$ cat src/mtmr_pkg.sv
/*
 * mtmr_pkg: register map, field positions, reset values and divider
 * settings for the dma request compare match timer.
 * assumes: 32-bit avalon-mm word bus, one register per aligned word.
 */
package mtmr_pkg;
    // register byte offsets (avalon word aligned)
    localparam logic [4:0] OFS_START   = 5'h00;
    localparam logic [4:0] OFS_CSR     = 5'h04;
    localparam logic [4:0] OFS_COUNT   = 5'h08;
    localparam logic [4:0] OFS_CONST   = 5'h0C;
    localparam logic [4:0] OFS_IRQ_ST  = 5'h10;
    localparam logic [4:0] OFS_IRQ_MSK = 5'h14;

    // field positions
    localparam int RUN_BIT     = 0;
    localparam int START_RSV   = 1;
    localparam int FLAG_BIT    = 7;
    localparam int CSR_RSV     = 6;
    localparam int CKS_LO      = 0;
    localparam int CKS_HI      = 1;

    // reset values
    localparam logic [15:0] COUNT_RST = 16'h0000;
    localparam logic [15:0] CONST_RST = 16'hFFFF;

    // prescale terminal counts (divide ratio minus one) per clock select code
    localparam logic [5:0] DIV_4  = 6'h03;
    localparam logic [5:0] DIV_8  = 6'h07;
    localparam logic [5:0] DIV_16 = 6'h0F;
    localparam logic [5:0] DIV_64 = 6'h3F;

    localparam logic [1:0] CKS_D4  = 2'h0;
    localparam logic [1:0] CKS_D8  = 2'h1;
    localparam logic [1:0] CKS_D16 = 2'h2;
    localparam logic [1:0] CKS_D64 = 2'h3;

    // interrupt status bit positions
    localparam int IRQ_MATCH = 0;

    // bus request carrier
    typedef struct packed {
        logic [4:0]  address;
        logic        read;
        logic        write;
        logic [31:0] writedata;
    } mtmr_req_s;
endpackage : mtmr_pkg

$ cat src/mtmr_top.sv
/*
 * mtmr_top: 16-bit compare match timer raising dma transfer requests,
 * with avalon-mm register slave and a masked match interrupt.
 * assumes: single clock mclk_i, synchronous active high reset; the dma
 * channel logic takes dma_req_o as a one-cycle pulse per match.
 */

`timescale 1ns/1ps
module mtmr_top
    import mtmr_pkg::*;
#(
    parameter int CNT_W = 16
) (
    // clock and reset
    input  wire logic        mclk_i,
    input  wire logic        srst_i,
    // avalon-mm slave
    input  wire logic [4:0]  avs_address_i,
    input  wire logic        avs_read_i,
    input  wire logic        avs_write_i,
    input  wire logic [31:0] avs_writedata_i,
    output logic [31:0]      avs_readdata_o,
    output logic             avs_waitrequest_o,
    // power and system
    input  wire logic        standby_i,
    // dma side and interrupt
    output logic             dma_req_o,
    output logic             irq_o
);
    mtmr_req_s req;

    // register state
    logic             run_bit;
    logic             start_rsv;
    logic             flag;
    logic             csr_rsv;
    logic [1:0]       cks;
    logic [CNT_W-1:0] count;
    logic [CNT_W-1:0] cmp_const;
    logic             flag_seen;
    logic             irq_st;
    logic             irq_msk;
    // prescaler, handshake and request
    logic [5:0]       pre;
    logic             ack;
    logic             dma_req;
    // read path words
    logic [31:0]      rdata;
    logic [31:0]      start_word;
    logic [31:0]      csr_word;
    logic [31:0]      count_word;
    logic [31:0]      const_word;
    logic [31:0]      ist_word;
    logic [31:0]      imsk_word;

    // bundle the bus request
    assign req = '{address: avs_address_i, read: avs_read_i,
                   write: avs_write_i, writedata: avs_writedata_i};

    // one wait state per access: answer on the cycle after the request;
    // a master that holds its request past the answer starts a new one
    wire busy     = req.read | req.write;
    wire access   = busy & ~ack;
    assign avs_waitrequest_o = access;

    // address decode shared by the read and write paths
    wire sel_start = (req.address == OFS_START);
    wire sel_csr   = (req.address == OFS_CSR);
    wire sel_count = (req.address == OFS_COUNT);
    wire sel_const = (req.address == OFS_CONST);
    wire sel_ist   = (req.address == OFS_IRQ_ST);
    wire sel_imsk  = (req.address == OFS_IRQ_MSK);

    // writes land on the answer cycle only, so each request takes effect once
    wire wr_ok    = ack & req.write;
    wire wr_start = wr_ok & sel_start;
    wire wr_csr   = wr_ok & sel_csr;
    wire wr_count = wr_ok & sel_count;
    wire wr_const = wr_ok & sel_const;
    wire wr_ist   = wr_ok & sel_ist;
    wire wr_imsk  = wr_ok & sel_imsk;
    // the flag is judged where the read data is captured, so a match landing
    // between capture and answer cannot arm a clear that software never saw
    wire rd_csr   = access & req.read & sel_csr;

    // prescaler terminal count per clock select
    wire [5:0] div_top = (cks == CKS_D4)  ? DIV_4  :
                         (cks == CKS_D8)  ? DIV_8  :
                         (cks == CKS_D16) ? DIV_16 : DIV_64;
    // tick only while running and not in standby, so standby freezes state
    wire counting = run_bit & ~standby_i;
    wire tick     = counting & (pre >= div_top);
    // equality is held until the next tick, which then performs the clear;
    // clearing at equality would shorten every period by one tick
    wire at_match = (count == cmp_const);
    wire match    = tick & at_match;
    wire [CNT_W-1:0] count_inc  = count + 1'b1;
    wire [CNT_W-1:0] next_count = match ? COUNT_RST[CNT_W-1:0] : count_inc;
    wire [5:0]       next_pre   = tick ? 6'h00 : pre + 6'h01;

    // flag clear needs a read of 1 beforehand and a written 0;
    // writing a 1, or writing without that read, leaves the flag alone
    wire flag_clr = wr_csr & flag_seen & ~req.writedata[FLAG_BIT];
    // interrupt status is write-one-to-clear
    wire irq_clr  = wr_ist & req.writedata[IRQ_MATCH];

    // start word built field by field; any bit not listed reads zero
    always_comb begin
        start_word            = 32'h0000_0000;
        start_word[RUN_BIT]   = run_bit;
        start_word[START_RSV] = start_rsv;
    end

    // control/status word: flag, reserved bit and clock select
    always_comb begin
        csr_word                = 32'h0000_0000;
        csr_word[FLAG_BIT]      = flag;
        csr_word[CSR_RSV]       = csr_rsv;
        csr_word[CKS_HI:CKS_LO] = cks;
    end

    // counter and constant sit in the low half, upper half zero
    always_comb begin
        count_word            = 32'h0000_0000;
        count_word[CNT_W-1:0] = count;
    end

    always_comb begin
        const_word            = 32'h0000_0000;
        const_word[CNT_W-1:0] = cmp_const;
    end

    // interrupt status and mask share the match bit position
    always_comb begin
        ist_word            = 32'h0000_0000;
        ist_word[IRQ_MATCH] = irq_st;
    end

    always_comb begin
        imsk_word            = 32'h0000_0000;
        imsk_word[IRQ_MATCH] = irq_msk;
    end

    // read selection; an unmapped address matches no select and reads zero
    assign rdata = ({32{sel_start}} & start_word)
                 | ({32{sel_csr}}   & csr_word)
                 | ({32{sel_count}} & count_word)
                 | ({32{sel_const}} & const_word)
                 | ({32{sel_ist}}   & ist_word)
                 | ({32{sel_imsk}}  & imsk_word);

    // handshake: ack marks the answer cycle of each request
    always_ff @(posedge mclk_i) begin
        if (srst_i) begin
            ack <= 1'b0;
        end else begin
            ack <= access;
        end
    end

    // read data taken on the request cycle, so it stands at the answer edge
    always_ff @(posedge mclk_i) begin
        if (srst_i) begin
            avs_readdata_o <= 32'h0000_0000;
        end else if (access && req.read) begin
            avs_readdata_o <= rdata;
        end
    end

    // count run bit; halting keeps both the count and the prescaler phase
    always_ff @(posedge mclk_i) begin
        if (srst_i) begin
            run_bit <= 1'b0;
        end else if (wr_start) begin
            run_bit <= req.writedata[RUN_BIT];
        end
    end

    // reserved start bit, kept so software reads back what it wrote
    always_ff @(posedge mclk_i) begin
        if (srst_i) begin
            start_rsv <= 1'b0;
        end else if (wr_start) begin
            start_rsv <= req.writedata[START_RSV];
        end
    end

    // reserved control/status bit
    always_ff @(posedge mclk_i) begin
        if (srst_i) begin
            csr_rsv <= 1'b0;
        end else if (wr_csr) begin
            csr_rsv <= req.writedata[CSR_RSV];
        end
    end

    // clock select; a change mid-count acts at once because the prescaler compares with >=
    always_ff @(posedge mclk_i) begin
        if (srst_i) begin
            cks <= CKS_D4;
        end else if (wr_csr) begin
            cks <= req.writedata[CKS_HI:CKS_LO];
        end
    end

    // match flag: a new match wins over a clear in the same cycle
    always_ff @(posedge mclk_i) begin
        if (srst_i) begin
            flag <= 1'b0;
        end else if (match) begin
            flag <= 1'b1;
        end else if (flag_clr) begin
            flag <= 1'b0;
        end
    end

    // read-before-clear guard; every match disarms it, so a fresh read is needed
    always_ff @(posedge mclk_i) begin
        if (srst_i) begin
            flag_seen <= 1'b0;
        end else if (match || flag_clr) begin
            flag_seen <= 1'b0;
        end else if (rd_csr && flag) begin
            flag_seen <= 1'b1;
        end
    end

    // prescaler; halting keeps the phase, so a restart loses no part period
    always_ff @(posedge mclk_i) begin
        if (srst_i) begin
            pre <= 6'h00;
        end else if (counting) begin
            pre <= next_pre;
        end
    end

    // counter; a software write overrides a tick in the same cycle
    always_ff @(posedge mclk_i) begin
        if (srst_i) begin
            count <= COUNT_RST[CNT_W-1:0];
        end else if (wr_count) begin
            count <= req.writedata[CNT_W-1:0];
        end else if (tick) begin
            count <= next_count;
        end
    end

    // compare constant; standby leaves it alone
    always_ff @(posedge mclk_i) begin
        if (srst_i) begin
            cmp_const <= CONST_RST[CNT_W-1:0];
        end else if (wr_const) begin
            cmp_const <= req.writedata[CNT_W-1:0];
        end
    end

    // dma request: one registered pulse per match, free of decode glitches
    always_ff @(posedge mclk_i) begin
        if (srst_i) begin
            dma_req <= 1'b0;
        end else begin
            dma_req <= match;
        end
    end

    // interrupt status: a match wins over a write-one clear
    always_ff @(posedge mclk_i) begin
        if (srst_i) begin
            irq_st <= 1'b0;
        end else if (match) begin
            irq_st <= 1'b1;
        end else if (irq_clr) begin
            irq_st <= 1'b0;
        end
    end

    // interrupt mask
    always_ff @(posedge mclk_i) begin
        if (srst_i) begin
            irq_msk <= 1'b0;
        end else if (wr_imsk) begin
            irq_msk <= req.writedata[IRQ_MATCH];
        end
    end

    // outputs; the interrupt level follows status and mask with no extra delay
    assign dma_req_o = dma_req;
    assign irq_o     = irq_st & irq_msk;
endmodule : mtmr_top
$ cat config.mk
export PLATFORM = sky130hd
export DESIGN_NAME = mtmr_top
export DESIGN_NICKNAME = d
export VERILOG_FILES = /design/src/mtmr_pkg.sv /design/src/mtmr_top.sv
export SDC_FILE = /design/constraint.sdc
export NUM_CORES = 1
export LEC_CHECK = 0
export ABC_AREA = 1
export BUFFER_PORTS_ARGS = -buffer_cell sky130_fd_sc_hd__buf_2
export CORE_MARGIN = 4
export CORE_UTILIZATION = 50
export DETAILED_ROUTE_END_ITERATION = 16
export GPL_TIMING_DRIVEN = 0
export PLACE_DENSITY = 0.73
export SLEW_MARGIN = 20
export SYNTH_ARGS = -nofsm -noshare
export SYNTH_HDL_FRONTEND = slang
export SYNTH_SLANG_ARGS = --single-unit
$ cat constraint.sdc
create_clock -name mclk_i -period 1.65 [get_ports mclk_i]
set_input_delay 0 -clock mclk_i [delete_from_list [all_inputs] [get_ports mclk_i]]
set_output_delay 0 -clock mclk_i [all_outputs]
set_load 0.05 [all_outputs]
==> run summary, run 1 <==
Placed insts: 723
Router iterations before antenna repair: 6
RSZ-0062 raised after global routing: true
Tot GR Track Use: 0.257
Max clock buf depth: 2
Hold Violations, Final: 0
Crit path required time: 1.87 ns
Top cells by area, synth: dfxtp_1, nand2_1, inv_1
Initial antenna violation count: 0
Fin crit period: 1.85 ns
Fmax achieved: 540 MHz
Leak pwr: 2.35 nW
Most instantiated cells after synthesis: nand2_1, inv_1, dfxtp_1
Final Power: 3.51 mW
# rows: 31
ANT cells: 0
Reg clk slew, reported paths: 0.07 ns
Root buffer cell: clkbuf_8
Crit path max-delay cell type: dfxtp_4
Pwr/cell area: 723 nW/um^2
Final setup vio count: 20
CP peak stage delay: 0.39 ns
Die Area: 9150 sq um
Violated checks: negative setup slack
Core Util, Final: 0.659
Crit. End Element: flop
Distinct cells, synth: 42
Synth Cell Area: 3840 sq um
Gr ovfl total: 0
Area share of the largest cell type after synthesis: 0.339
Post-synth EDFFs: 0
Worst slew margin: 0.493
Post-Syn Area per Cell: 6.80 sq um
TritonCTS clock tree: done
Buf/Inv on CP: 2
Comb pwr share: 0.138
Async SR Flop Fraction: 0
Clock Latency Late Sink: 0.35 ns
Startpoint class of the critical path: flop
Initial core utilization: 0.521
Area grow syn2layout: 26.5%
Multi-input logic area: 2110 sq um
Worst-Margin Slew: 0.760 ns
H-tree depth: 3
# port buffers: 44
Switching pwr: 994 uW
# Max-Cap Violations: 0
Final Cycle Share: 1.12
Via density: 5.33
Core area: 7370 sq um
Clk sinks: 65
Outcome: complete, but fails checks
Final Non-Filler Cells: 766
Fill cells: 713
Critical path type: reg -> reg
Yosys reg bits: 65
Inserted Clock Buffers: 9
Sequential area share after synthesis: 0.339
Vias in the first global route: 3753
Chip height: 95.6 microns
Worst path arrival time: 2.07 ns
Primary FF master, synth: dfxtp_1
Final setup margin: -0.201 ns
Cells along the critical path: nand2_4 -> ha_4 -> a21oi_2 -> nand2_2 -> o21ai_4 -> clkinv_4 -> buf_8 -> nand4_1 -> o31ai_1
Most frequent cell after synthesis: nand2_1
Post-layout nets: 710
Sequential share of power: 0.460
Final instance area: 4860 sq um
Sequential cell area: 1310 sq um
Remaining DRCs: 0
Hpwl dp: 8.26 mm
Area leader, netlist: dfxtp_1
Worst Skew: 0.00942 ns
Final wirelength: 11.2 mm
Crit Path Max Fanout: 6
DP Area: 4290 sq um
Worst hold path class: in -> reg
Switching fraction of total power: 0.283
First-pass GRT wire length: 18.1 mm
CP top delay family: compound AO/OA/AOI/OAI gates
Total number of yosys warnings: 0
Post-route antenna net violation count: 0
Maximum VDD drop: 0.000417 V
Gpl congestion: 0.956
Syn Inst Count: 565
Initial detailed-routing violation count: 237
Slew Viols, Final: 0
Top-Level Pins: 77
Die Wd: 95.6 microns
Share of post-route cells with drive strength above 1: 0.234
Via count: 4079
Internal: 2.52 mW
Largest net degree at the start of global routing: 12
Clock network power share: 0.402
WL/cell: 14.7 microns
layout by cell type (no fill, tap or decap), drive strengths merged:
cell         synthesis  routed
dlygate4sd3          0      19
a41oi                1       1
o31ai                1       1
a211oi               2       2
clkinv               1       3
o221ai              12      12
inv                 95      95
xnor2                1       1
nand3               19      19
o21ai               38      38
bufinv               0       1
a21oi               27      27
conb                 1      16
buf                 27      78
clkbuf               8      22
nand2              139     139
nor3b                1       1
nand3b               1       1
or2                  1       1
nand4               24      24
nor2                61      61
a31oi                3       3
ha                   6       6
dfxtp               65      65
o211ai              15      15
a221oi               1       1
o22ai                1       1
xor2                 8       8
nor3                 6       6
sequential cells by signal, summed over array words and instances, names as in the netlist, 2 cells and up:
| register | cells |
|---|---|
| cmp_const | 16 |
| count | 16 |
| avs_readdata_o | 16 |
| pre | 6 |
| cks | 2 |
logic make-up after synthesis:
group,after synthesis,share of synthesized area
AOI/OAI and AO/OA,101,0.170
other,1,0.000977
buffers and inverters,131,0.154
xor gates and xnor gates,9,0.0205
adders and majority gates,6,0.0195
and+or+nand+nor,252,0.296
DFF,65,0.339
final timing paths:
kind	start	end	slack (ns)	cells after the start
setup / recovery	cks[1]	irq_st	-0.20	9
hold / removal	standby_i	pre[1]	0.09	4
setup reg to reg	cks[1]	irq_st	-0.20	9
hold reg to reg	start_rsv	start_rsv	0.47	2
what timing repair did:
item / CTS / global route
gates resized for setup: 9 / 21
pin swaps: 6 / 3
hold buffers: 19 / 0
gates cloned: 1 / 0
setup buffers: 6 / 1
hold endpoints to repair: 24 / 0
endpoints found under the setup margin: 20 / 22
routing by layer:
layer  up-vias  part of all wire  wire length (microns)  track usage
met3        33             0.051                    572       0.0410
met2       153              0.49                   5530        0.464
li1       2001                 -                      -            -
met1      1892              0.43                   4820        0.303
met4         0             0.029                    329       0.0948
met5         -                 0                      0            0
power groups by stage:
stage / registers, mW / logic [mW] / clock network [mW]
after CTS: 1.61 / 0.478 / 1.41
after global routing: 1.62 / 0.519 / 1.48
final: 1.62 / 0.484 / 1.41
after floorplan: 1.75 / 0.233 / 0
after detailed placement: 1.65 / 0.443 / 0
after global placement: 1.65 / 0.439 / 0
worst register-to-register path: cells and delay by family (launching register included):
family / cells / cell delay (ns)
compound gates: 3 / 0.46
fa+ha+maj: 1 / 0.23
buf+inv: 2 / 0.31
flops: 1 / 0.39
simple gates: 3 / 0.33
metrics by stage:
stage	TNS [ns]	hold slack (ns)	setup WS, ns
global route	-4.41	0.136	-0.267
CTS	-1.97	0.0858	-0.157
global placement	-4.68	0.233	-0.348
detailed placement	-4.80	0.245	-0.360
floorplan	-0.171	0.103	-0.0313
finish	-2.30	0.0884	-0.201
area by class of cell:
class / instances / area share
multi-input combinational: 384 / 0.435
sequential: 65 / 0.270
tap: 99 / 0.0255
timing repair buffer: 71 / 0.103
clock buffer: 13 / 0.0327
buffer: 35 / 0.0497
inverter: 96 / 0.0768
clock inverter: 3 / 0.00824
Note: power is estimated with default switching activity, not from simulation.
==> run 2, diff against run 1 <==
- BUFFER_PORTS_ARGS: -buffer_cell sky130_fd_sc_hd__buf_2 -> -buffer_cell sky130_fd_sc_hd__buf_4
==> run 2 against run 1 <==
Effect of this change: the run still ends with negative setup slack left; routed wire length increased by 0.85%; clock power hardly changed; worst hold slack worse by 0.049 ns; clock-buffer cell count stayed put; register-to-register slack about the same; flip-flop and latch count is the same; critical path depth increased by 2; largest cell class unchanged; core utilization grew 1.9 points; die area is the same; largest power group unchanged; global-route usage rose by 0.72 points; clock skew hardly changed; final area increased by 2.8%.
==> run summary, run 2 (synthesis results as in run 1) <==
Largest net degree at the start of global routing: 12
FF-to-FF Start: cks[1]
Switching fraction of total power: 0.281
Clock network power share: 0.398
Inserted Clock Buffers: 9
Slew Viols, Final: 0
Initial antenna violation count: 0
Sequential share of power: 0.455
Violated checks: negative setup slack
Final setup margin: -0.187 ns
Biggest regs: avs_readdata_o x16, cmp_const x16, count x16
Worst path arrival time: 2.09 ns
Share of post-route cells with drive strength above 1: 0.244
Tot GR Track Use: 0.264
Via count: 4062
Final wirelength: 11.3 mm
Max clock buf depth: 2
Crit Path Max Fanout: 6
Crit. End Element: flop
Core Util, Final: 0.678
Top-Level Pins: 77
Remaining DRCs: 0
Buf/Inv on CP: 3
Chip height: 95.6 microns
ANT cells: 0
Core area: 7370 sq um
Hold Violations, Final: 0
Cells along the critical path: nand2_4 -> ha_4 -> a21oi_2 -> nand2_2 -> o21ai_4 -> clkinv_4 -> buf_12 -> nand4_1 -> nand3_1 -> nand2_1 -> inv_1
# port buffers: 44
Gr ovfl total: 0
Worst-Margin Slew: 0.767 ns
Root buffer cell: clkbuf_8
Outcome: complete, but fails checks
Clock Latency Late Sink: 0.36 ns
Fin crit period: 1.84 ns
Worst hold slack: 0.0389 ns
RSZ-0062 raised after global routing: true
Hpwl dp: 8.19 mm
# Max-Cap Violations: 0
Hold Crit Start: avs_address_i[3]
Reg clk slew, reported paths: 0.07 ns
Most frequent cells in the layout: nand2_1, inv_1, buf_4, dfxtp_1, nor2_1
Final setup vio count: 20
H-tree depth: 3
Worst slew margin: 0.489
Crit path required time: 1.90 ns
Worst Skew: 0.00936 ns
Gpl congestion: 0.960
Placed insts: 723
Router iterations before antenna repair: 7
Switching pwr: 999 uW
Most common cell after layout, fill and taps aside: nand2_1
Startpoint class of the critical path: flop
WL/cell: 14.8 microns
Worst hold path class: in -> reg
Worst setup path start: cks[1]
CP peak stage delay: 0.39 ns
Via density: 5.30
Leak pwr: 2.38 nW
Area grow syn2layout: 30.1%
Final Cycle Share: 1.11
Internal: 2.55 mW
Post-layout nets: 710
Vias in the first global route: 3942
Pwr/cell area: 711 nW/um^2
Clk sinks: 65
Die Area: 9150 sq um
Crit path max-delay cell type: dfxtp_4
CP top delay family: simple AND/OR/NAND/NOR gates
First-pass GRT wire length: 18.6 mm
TritonCTS clock tree: done
Fmax achieved: 544 MHz
Maximum VDD drop: 0.000459 V
Critical path type: reg -> reg
Die Wd: 95.6 microns
Place WS: -0.366 ns
Initial detailed-routing violation count: 326
Initial core utilization: 0.521
# rows: 31
Comb pwr share: 0.147
Post-route antenna net violation count: 0
Final Non-Filler Cells: 766
-- run 2: cell counts in the layout (fill, tap and decap cells not counted) --
No cell type changed its count.
-- run 2: final timing paths --
kind,end,slack [ns],cells past startpoint
setup / recovery,count[5],-0.19,11
hold / removal,irq_msk,0.04,5
setup reg to reg,count[5],-0.19,11
hold reg to reg,start_rsv,0.48,2
-- run 2: cell type report --
class / count / area [sq um]
Tap cell: 99 / 124
Buffer: 35 / 238
Clock buffer: 13 / 159
Multi-Input combinational cell: 384 / 2150
Fill cell: 644 / 2370
Timing Repair Buffer: 71 / 607
Inverter: 96 / 373
Sequential cell: 65 / 1310
Clock inverter: 3 / 40.0
-- run 2: power by group through the flow --
stage	clock network (mW)	registers, mW	logic [mW]
global placement	0	1.65	0.473
global route	1.50	1.62	0.557
CTS	1.43	1.62	0.514
finish	1.41	1.62	0.522
detailed placement	0	1.65	0.476
floorplan	0	1.75	0.233
-- run 2: through the flow --
stage	power, mW	area, sq um	setup TNS, ns
after global routing	3.68	4990	-4.46
final	3.55	4990	-2.52
after CTS	3.56	4930	-1.82
after global placement	2.13	4400	-4.48
after floorplan	1.98	3950	-0.171
after detailed placement	2.13	4400	-4.84
-- run 2: per-layer routing --
| metal | up-vias | routed length (microns) | track usage |
|---|---|---|---|
| met5 | - | 0 | 0 |
| met4 | 0 | 272 | 0.113 |
| met3 | 25 | 820 | 0.0426 |
| met2 | 178 | 5520 | 0.463 |
| met1 | 1852 | 4730 | 0.318 |
| li1 | 2007 | - | - |
-- run 2: what timing repair did --
item	in CTS	in global routing
resized for setup	19	20
pin swaps	10	5
hold buffers	19	0
buffers inserted	6	1
setup endpoints to repair	20	26
endpoints found under the hold margin	26	0
gates cloned	1	0
-- run 2: worst register-to-register path, stage by stage (launching register included) --
cell      delay, ns
dfxtp_4        0.39
nand2_4        0.08
ha_4           0.24
a21oi_2        0.14
nand2_2        0.09
o21ai_4        0.22
clkinv_4       0.12
buf_12         0.15
nand4_1        0.10
nand3_1        0.09
nand2_1        0.07
inv_1          0.05
